File: src/design/area_bus_regs.vh
// register indices, field layout, reset values and access timing counts
// assumes the byte address of a register is four times its index
`ifndef AREA_BUS_REGS_VH
`define AREA_BUS_REGS_VH

// register indices (byte address = index * 4)
`define IDX_AREA_BUS_WIDTH        8'h20
`define IDX_AREA_ACCESS_STATES    8'h21
`define IDX_UPPER_AREA_WAIT_COUNT 8'h22
`define IDX_LOWER_AREA_WAIT_COUNT 8'h23
`define IDX_BUS_STATUS            8'h24

// reset values
`define RST_WIDTH_NARROW 8'hFF
`define RST_WIDTH_WIDE   8'h00
`define RST_STATES       8'hFF
`define RST_WAIT         8'hFF

// wait field of area n sits at bits [2*(n%4)+1 : 2*(n%4)]
`define WAIT_FIELD_W 2

// access lengths in states
`define STATES_TWO    3'h2
`define STATES_THREE  3'h3
`define STATES_ONCHIP 3'h2
`define STATES_DRAM   3'h3

// status register fields
`define ST_BUS8_BIT  0
`define ST_BUSY_BIT  1
`define ST_MODE_LSB  4

// AXI responses
`define RESP_OKAY   2'h0
`define RESP_DECERR 2'h3

`endif

File: src/design/access_timer.v
// state sequencer for one external or on-chip access
// assumes start is only honoured while idle; length is 2 to 6 states
`timescale 1ns/1ns
`default_nettype none

module access_timer (
  input  wire       aclk,        // system clock
  input  wire       aresetn,     // synchronous reset, active low
  input  wire       start,       // begin an access
  input  wire [2:0] total,       // access length in states
  output reg        busy_reg,    // an access state is in progress
  output reg        wait_reg,    // current state is a program wait
  output reg        final_reg,   // current state transfers data
  output reg  [2:0] index_reg    // number of the current state, 1 based
);

  reg [2:0] total_reg;
  reg [2:0] index_next;
  reg [2:0] total_next;

  always @* begin
    total_next = total_reg;
    index_next = 3'h0;
    if (!busy_reg && start) begin
      total_next = total;
      index_next = 3'h1;
    end else if (busy_reg && index_reg != total_reg) begin
      index_next = index_reg + 3'h1;
    end
  end

  // ==========================================================
  // state flags
  always @(posedge aclk) begin
    if (!aresetn) begin
      total_reg <= 3'h0;
      index_reg <= 3'h0;
      busy_reg  <= 1'b0;
      wait_reg  <= 1'b0;
      final_reg <= 1'b0;
    end else begin
      total_reg <= total_next;
      index_reg <= index_next;
      busy_reg  <= (index_next != 3'h0);
      wait_reg  <= (index_next >= 3'h3) && (index_next < total_next);
      final_reg <= (index_next != 3'h0) && (index_next == total_next);
    end
  end

endmodule // access_timer

`default_nettype wire

File: src/design/external_area_bus_config.v
// external area bus configuration registers and access length decision
// assumes an AXI4-Lite master with one write and one read outstanding,
// mode pins stable around reset and an access requester that waits on busy
//
// Notes on behaviour
// - all width bits one gives 8-bit bus
// - any width bit zero gives 16-bit bus
// - width resets by mode, kept in software standby
// - width bit n: 0 wide, 1 narrow
// - on-chip and single-chip ignore width bits
// - state bit n: 0 two, 1 three states
// - state register resets to all ones
// - on-chip and single-chip ignore state bits
// - DRAM areas ignore their state bit
// - two-state areas get no program waits
// - both wait registers reset to ones
// - upper wait fields: areas 7 to 4
// - wait field adds zero to three states
// - on-chip ignores wait fields
// - lower wait fields: areas 3 to 0
`timescale 1ns/1ns
`default_nettype none
`include "area_bus_regs.vh"

module external_area_bus_config (
  input  wire        aclk,             // system clock, 25 MHz
  input  wire        aresetn,          // synchronous reset, active low
  input  wire        hw_standby,       // hardware standby, high re-initialises
  input  wire        sw_standby,       // software standby, contents kept
  input  wire [2:0]  mode_pins,        // operating mode 1 to 7
  input  wire [7:0]  dram_area_mask,   // areas set as DRAM space
  // access request
  input  wire        acc_start,        // start an access, taken while idle
  input  wire [2:0]  acc_area,         // area of the access
  input  wire        acc_onchip,       // access targets on-chip memory
  output reg         acc_wide_reg,     // access uses 16-bit data
  output wire        acc_busy,         // access in progress
  output wire        acc_wait,         // program wait state
  output wire        acc_final,        // data transfer state
  output wire [2:0]  acc_index,        // current state number
  output reg         bus_8bit_reg,     // whole bus runs 8-bit
  output reg         port4_gpio_reg,   // lower data lines free as port
  // AXI4-Lite slave
  input  wire [11:0] s_axi_awaddr,     // write address
  input  wire        s_axi_awvalid,    // write address valid
  output reg         s_axi_awready,    // write address ready
  input  wire [31:0] s_axi_wdata,      // write data
  input  wire [3:0]  s_axi_wstrb,      // write byte strobes
  input  wire        s_axi_wvalid,     // write data valid
  output reg         s_axi_wready,     // write data ready
  output reg  [1:0]  s_axi_bresp,      // write response
  output reg         s_axi_bvalid,     // write response valid
  input  wire        s_axi_bready,     // write response ready
  input  wire [11:0] s_axi_araddr,     // read address
  input  wire        s_axi_arvalid,    // read address valid
  output reg         s_axi_arready,    // read address ready
  output reg  [31:0] s_axi_rdata,      // read data
  output reg  [1:0]  s_axi_rresp,      // read response
  output reg         s_axi_rvalid,     // read data valid
  input  wire        s_axi_rready      // read data ready
);

  // ==========================================================
  // decode helpers
  function [7:0] reg_index;
    input [11:0] addr;
    begin
      reg_index = addr[9:2];
    end
  endfunction

  function mapped;
    input [7:0] idx;
    begin
      mapped = (idx >= `IDX_AREA_BUS_WIDTH) && (idx <= `IDX_BUS_STATUS);
    end
  endfunction

  function single_chip;
    input [2:0] m;
    begin
      single_chip = (m == 3'h6) || (m == 3'h7);
    end
  endfunction

  // one-hot select of the four writable registers, shared by write and read
  function [3:0] cfg_select;
    input [7:0] idx;
    begin
      case (idx)
        `IDX_AREA_BUS_WIDTH:        cfg_select = 4'h1;
        `IDX_AREA_ACCESS_STATES:    cfg_select = 4'h2;
        `IDX_UPPER_AREA_WAIT_COUNT: cfg_select = 4'h4;
        `IDX_LOWER_AREA_WAIT_COUNT: cfg_select = 4'h8;
        default:                    cfg_select = 4'h0;
      endcase
    end
  endfunction

  // ==========================================================
  // configuration registers
  reg  [7:0] area_bus_width_reg;
  reg  [7:0] area_access_states_reg;
  reg  [7:0] upper_area_wait_count_reg;
  reg  [7:0] lower_area_wait_count_reg;
  reg  [2:0] mode_reg;

  reg        aw_held_reg;
  reg  [7:0] aw_index_reg;
  reg        w_held_reg;
  reg  [7:0] w_data_reg;
  reg        w_strb_reg;

  wire       do_write = aw_held_reg && w_held_reg && !s_axi_bvalid;
  wire       wr_ok    = do_write && w_strb_reg;
  wire [3:0] wr_sel   = cfg_select(aw_index_reg);
  wire       init     = !aresetn || hw_standby;

  wire [7:0] width_init = (mode_pins == 3'h2 || mode_pins == 3'h4) ?
                          `RST_WIDTH_WIDE : `RST_WIDTH_NARROW;

  // mode is sampled while reset is held, so it settles with the defaults
  always @(posedge aclk) begin
    if (init) begin
      mode_reg <= mode_pins;
    end
  end

  // software standby has no term here: values simply stay
  always @(posedge aclk) begin
    if (init) begin
      area_bus_width_reg        <= width_init;
      area_access_states_reg    <= `RST_STATES;
      upper_area_wait_count_reg <= `RST_WAIT;
      lower_area_wait_count_reg <= `RST_WAIT;
    end else if (wr_ok) begin
      if (wr_sel[0]) begin
        area_bus_width_reg        <= w_data_reg;
      end
      if (wr_sel[1]) begin
        area_access_states_reg    <= w_data_reg;
      end
      if (wr_sel[2]) begin
        upper_area_wait_count_reg <= w_data_reg;
      end
      if (wr_sel[3]) begin
        lower_area_wait_count_reg <= w_data_reg;
      end
    end
  end

  // ==========================================================
  // per-area wait fields
  wire [1:0] area_wait [0:7];
  genvar g;
  generate
    for (g = 0; g < 4; g = g + 1) begin : g_wait
      // lower register areas 3 to 0
      assign area_wait[g]     = lower_area_wait_count_reg[2*g+1:2*g];
      // upper register areas 7 to 4
      assign area_wait[g + 4] = upper_area_wait_count_reg[2*g+1:2*g];
    end
  endgenerate

  // ==========================================================
  // access length and width decision
  wire       internal_acc = acc_onchip || single_chip(mode_reg);
  wire       area_narrow  = area_bus_width_reg[acc_area];
  wire       area_three   = area_access_states_reg[acc_area];
  wire       area_dram    = dram_area_mask[acc_area];
  reg  [2:0] acc_total;

  always @* begin
    if (internal_acc) begin
      acc_total = `STATES_ONCHIP;
    end else if (area_dram) begin
      acc_total = `STATES_DRAM;
    end else if (!area_three) begin
      acc_total = `STATES_TWO;
    end else begin
      acc_total = `STATES_THREE + {1'b0, area_wait[acc_area]};
    end
  end

  access_timer u_timer (
    .aclk      (aclk),
    .aresetn   (aresetn),
    .start     (acc_start),
    .total     (acc_total),
    .busy_reg  (acc_busy),
    .wait_reg  (acc_wait),
    .final_reg (acc_final),
    .index_reg (acc_index)
  );

  always @(posedge aclk) begin
    if (!aresetn) begin
      acc_wide_reg <= 1'b0;
    end else if (acc_start && !acc_busy) begin
      acc_wide_reg <= internal_acc || !area_narrow;
    end
  end

  // ==========================================================
  // bus mode
  always @(posedge aclk) begin
    if (!aresetn) begin
      bus_8bit_reg   <= 1'b0;
      port4_gpio_reg <= 1'b0;
    end else begin
      bus_8bit_reg   <= (area_bus_width_reg == `RST_WIDTH_NARROW);
      port4_gpio_reg <= (area_bus_width_reg == `RST_WIDTH_NARROW);
    end
  end

  // ==========================================================
  // AXI4-Lite write channel
  always @(posedge aclk) begin
    if (!aresetn) begin
      aw_held_reg   <= 1'b0;
      aw_index_reg  <= 8'h00;
      w_held_reg    <= 1'b0;
      w_data_reg    <= 8'h00;
      w_strb_reg    <= 1'b0;
      s_axi_awready <= 1'b1;
      s_axi_wready  <= 1'b1;
      s_axi_bvalid  <= 1'b0;
      s_axi_bresp   <= `RESP_OKAY;
    end else begin
      if (s_axi_awvalid && s_axi_awready) begin
        aw_held_reg   <= 1'b1;
        aw_index_reg  <= reg_index(s_axi_awaddr);
        s_axi_awready <= 1'b0;
      end
      if (s_axi_wvalid && s_axi_wready) begin
        w_held_reg   <= 1'b1;
        w_data_reg   <= s_axi_wdata[7:0];
        w_strb_reg   <= s_axi_wstrb[0];
        s_axi_wready <= 1'b0;
      end
      if (do_write) begin
        aw_held_reg  <= 1'b0;
        w_held_reg   <= 1'b0;
        s_axi_bvalid <= 1'b1;
        s_axi_bresp  <= mapped(aw_index_reg) ? `RESP_OKAY : `RESP_DECERR;
      end
      if (s_axi_bvalid && s_axi_bready) begin
        s_axi_bvalid  <= 1'b0;
        s_axi_awready <= 1'b1;
        s_axi_wready  <= 1'b1;
      end
    end
  end

  // ==========================================================
  // AXI4-Lite read channel
  reg  [7:0] rd_value;
  wire [3:0] rd_sel = cfg_select(reg_index(s_axi_araddr));

  always @* begin
    rd_value = 8'h00;
    case (rd_sel)
      4'h1:    rd_value = area_bus_width_reg;
      4'h2:    rd_value = area_access_states_reg;
      4'h4:    rd_value = upper_area_wait_count_reg;
      4'h8:    rd_value = lower_area_wait_count_reg;
      default: rd_value = 8'h00;
    endcase
    // status is read-only, so it stays outside the writable select
    if (reg_index(s_axi_araddr) == `IDX_BUS_STATUS) begin
      rd_value[`ST_BUS8_BIT]                 = bus_8bit_reg;
      rd_value[`ST_BUSY_BIT]                 = acc_busy;
      rd_value[`ST_MODE_LSB+2:`ST_MODE_LSB]  = mode_reg;
    end
  end

  always @(posedge aclk) begin
    if (!aresetn) begin
      s_axi_arready <= 1'b1;
      s_axi_rvalid  <= 1'b0;
      s_axi_rdata   <= 32'h00000000;
      s_axi_rresp   <= `RESP_OKAY;
    end else begin
      if (s_axi_arvalid && s_axi_arready) begin
        s_axi_arready <= 1'b0;
        s_axi_rvalid  <= 1'b1;
        s_axi_rdata   <= {24'h000000, rd_value};
        s_axi_rresp   <= mapped(reg_index(s_axi_araddr)) ? `RESP_OKAY : `RESP_DECERR;
      end
      if (s_axi_rvalid && s_axi_rready) begin
        s_axi_rvalid  <= 1'b0;
        s_axi_arready <= 1'b1;
      end
    end
  end

  // sw_standby is accepted for completeness; nothing is cleared by it
  wire unused_ok = sw_standby;

endmodule // external_area_bus_config

`default_nettype wire

File: config.mk
export PLATFORM = sky130hd
export DESIGN_NAME = external_area_bus_config
export DESIGN_NICKNAME = d
export VERILOG_FILES = /design/src/design/access_timer.v /design/src/design/external_area_bus_config.v
export VERILOG_INCLUDE_DIRS = /design/src /design/src/design
export SDC_FILE = /design/constraint.sdc
export NUM_CORES = 1
export LEC_CHECK = 0
export ABC_AREA = 1
export BUFFER_PORTS_ARGS = -buffer_cell sky130_fd_sc_hd__buf_2
export CORE_MARGIN = 1
export CORE_UTILIZATION = 35
export CTS_BUF_LIST = sky130_fd_sc_hd__clkbuf_8
export DETAILED_ROUTE_END_ITERATION = 16
export HOLD_SLACK_MARGIN = 0.02
export SETUP_SLACK_MARGIN = 0.1
export SYNTH_ARGS = -nofsm -noshare
export SYNTH_HDL_FRONTEND = slang
export SYNTH_SLANG_ARGS = --single-unit
File: constraint.sdc
create_clock -name aclk -period 2.7 [get_ports aclk]
set_input_delay 0.135 -clock aclk [delete_from_list [all_inputs] [get_ports aclk]]
set_output_delay 0.135 -clock aclk [all_outputs]
set_load 0.02 [all_outputs]
==> results by group <==
Routing
  – Routed Antenna Nets: 0
  – Remaining DRCs: 0
  – Vias: 3616
  – Initial DRC Count: about 190
  – Final wirelength: 9914 um
  – Wire per inst: 13.40 um
  – Vias per Instance: 4.886
  – First-pass detailed-route iteration total: 5

Setup path
  – CP endpoint kind: flip-flop
  – Max stage delay on crit path: 390 ps
  – Crit path DAT: approximately 2500 ps
  – Worst R2R Setup Slack: about 450 ps
  – Cell breakdown of the critical path: inv_1 -> a21oi_1 -> o21ai_0 -> nand3_1 -> nand2_1 -> ha_1 -> inv_1 -> nand2_1 -> nor2_2 -> nor2_2 -> ha_1 -> a2111oi_0 -> nand2_1 -> a21oi_1
  – Kind of critical path: flip-flop to flip-flop
  – Worst endpoint required time: 2990 ps
  – R2R Path End: u_timer.wait_reg
  – Critical path's slowest cell: a2111oi_0
  – Reg2Reg Depth: 14
  – Reg2reg start: lower_area_wait_count_reg[5]
  – Startpoint Class: flip-flop
  – Critical path peak fanout: 3
  – Crit path top cell by count: nand2_1

Synthesis
  – Seq/Total Area, Yosys: 0.4263
  – EDFF count, synth: 11
  – FF+latch count, synth: 80
  – Avg Inst Size Synth: 7.648 um^2
  – Ys async rst share: 0
  – Post-synth top flop: dfxtp_1
  – Netlist cell types: 38
  – Mapped Area: 4015 um^2
  – Ys Warns: 0
  – Mapped Cells: roughly 530

GRT
  – First-pass GRT wire length: 16040 um
  – GRT Overall Usage: 0.1762
  – Vias in the first global route: 3355
  – Initial antenna violation count: 0
  – Largest net degree at the start of global routing: 25
  – Grt ovf: 0

CTS
  – Clock tree buffer depth: 2
  – Clk_lat worst skew: 350 ps
  – # clock sinks: 80
  – Num CTS Buffers: 9
  – CTS clk-pin slew, worst paths: 90 ps
  – CTS tree: yes
  – Root buffer cell: clkbuf_8
  – H-tree depth: 3

Finish
  – Fraction of layout cells with a size suffix above 1: 0.1983
  – Commonest non-fill, non-tap cell in the layout: nand2_1
  – Antenna Cells: 0
  – Synth-to-Final Area Change: 15.02%
  – Fill cell count: 1153
  – Cell area after layout: around 4600 um^2
  – Most frequent cells in the layout: 103 x nand2_1, 74 x buf_2, 69 x dfxtp_1
  – # nets final: roughly 690

Timing
  – Least-Margin Pin Slew: about 1100 ps
  – Fin crit share: 0.8316
  – Setup_tns: 0 ps
  – RSZ-0062 raised after global routing: false
  – Final Max Slew Viols: 0
  – Final setup fails: 0
  – Clock skew: 8.353 ps
  – Slew headroom: 0.2692
  – Tmin final: 2245 ps
  – Final hold violation count: 0
  – Peak Freq: 0.4454 GHz

Placed design
  – RePlAce Congestion: approximately 0.92
  – Hpwl dp: 7616 um
  – IO buf count: 74
  – Post-Place Cell Area: ~4400 um^2

Floorplan
  – Row count: 38
  – Total die area: 11900 um^2
  – Core area: between 10000 and 15000 um^2
  – Die Wd: 109.1 um
  – IO Pins: 135
  – Initial Util: 0.3640
  – Die H: 109.1 um

Outcome
  – Status: completed

Power and ir drop
  – Leak: 2.248 nW
  – Peak VDD IR: 0.0003033 V
  – PwrDens: 579.8 nW/um^2

Min path
  – Hold Path Stages: 3
  – WHS Endpoint: aw_index_reg[7]
  – Hold path startpoint: s_axi_awaddr[9]
  – Worst Hold Class: primary input to flip-flop

Run
  – Max Cap Viol: 0
worst max-delay path: cells and delay by family, from the launching register on:
| family | cells | cell delay, ps |
|---|---|---|
| adders and majority gates | 2 | 490 |
| buffers and inverters | 2 | 110 |
| and+or+nand+nor | 6 | 480 |
| AOI/OAI and AO/OA | 4 | 760 |
| DFF | 1 | 340 |
final cells by class:
| class | instances | area (um^2) | area share |
|---|---|---|---|
| Clock buffer | 9 | 123.9 | 0.02682 |
| Clock inverter | 7 | 103.9 | 0.02249 |
| Inverter | 57 | 216.5 | 0.04687 |
| Multi-Input combinational cell | 365 | 1847 | 0.3999 |
| Sequential cell | 80 | 1712 | 0.3706 |
| Tap cell | 140 | 175.2 | 0.03793 |
| Timing Repair Buffer | 82 | 440.4 | 0.09537 |
stage by stage:
| stage | power (mW) | hold slack (ps) | util | setup WS, ps | instances |
|---|---|---|---|---|---|
| 2_1_floorplan | 1.615 | 233.9 | - | 471.9 | 548 |
| 3_3_place_gp | 1.696 | 351.6 | 0.3944 | 267.6 | 720 |
| 3_5_place_dp | 1.704 | 353.1 | 0.3944 | 276.4 | 720 |
| 4_1_cts | 2.699 | 21.22 | 0.4187 | 460.9 | 740 |
| 5_1_grt | 2.814 | 28.07 | 0.4187 | 145.1 | 740 |
| 6_report | 2.678 | 33.17 | 0.4187 | 454.8 | 740 |
per-layer routing:
layer / track usage / vias up / share of wire
met1: 0.2224 / 1619 / 0.46
li1: - / 1852 / -
met3: 0.04244 / 18 / 0.054
met2: 0.2902 / 127 / 0.47
met4: 0.06371 / 0 / 0.020
met5: 0 / - / 0
cells in the mapped netlist (all sizes together) (2+ instances only):
library cell,n,share of area
nand4,9,0.014
o221ai,2,0.0044
clkbuf,8,0.0075
buf,38,0.074
inv,57,0.054
ha,5,0.016
dfxtp,69,0.34
nor2,46,0.051
nand2,107,0.10
o21ai,46,0.058
xnor2,4,0.0087
o211ai,24,0.045
o21a,2,0.0037
a21oi,27,0.034
nand3,38,0.047
a31oi,6,0.0093
edfxtp,11,0.082
or2,3,0.0047
nor3,7,0.012
o22ai,6,0.0093
o21bai,5,0.0093
cell families (layout without fill, tap and decap cells):
| family | count (synthesis) | count (layout) | share of synthesized area |
|---|---|---|---|
| AOI/OAI and AO/OA | 120 | 120 | 0.1770 |
| and+or+nand+nor | 212 | 212 | 0.2362 |
| buffers and inverters | 103 | 155 | 0.1352 |
| adders and majority gates | 5 | 5 | 0.01558 |
| other | 1 | 24 | 0.0009340 |
| DFF | 80 | 80 | 0.4263 |
| xor gates and xnor gates | 4 | 4 | 0.008725 |
worst max path at each step:
stage,slack (ps),start,to,cells past startpoint
2_1_floorplan,470,acc_area[0],u_timer.wait_reg,17
3_3_place_gp,270,acc_area[0],u_timer.wait_reg,15
3_5_place_dp,280,acc_area[0],u_timer.wait_reg,15
4_1_cts,460,upper_area_wait_count_reg[5],u_timer.wait_reg,14
5_1_grt,150,lower_area_wait_count_reg[5],u_timer.wait_reg,16
6_report,450,lower_area_wait_count_reg[5],u_timer.wait_reg,14
power breakdown:
group | switching, mW | internal, mW
sequential | 0.0465 | 1.27
combinational | 0.243 | 0.120
clock | 0.467 | 0.532
repair_timing:
item                      CTS  global route
resized for setup           0             0
hold buffers                4             0
setup buffers               0             0
hold endpoints to repair    4             0
No activity file was read; power rests on OpenSTA's default activity.
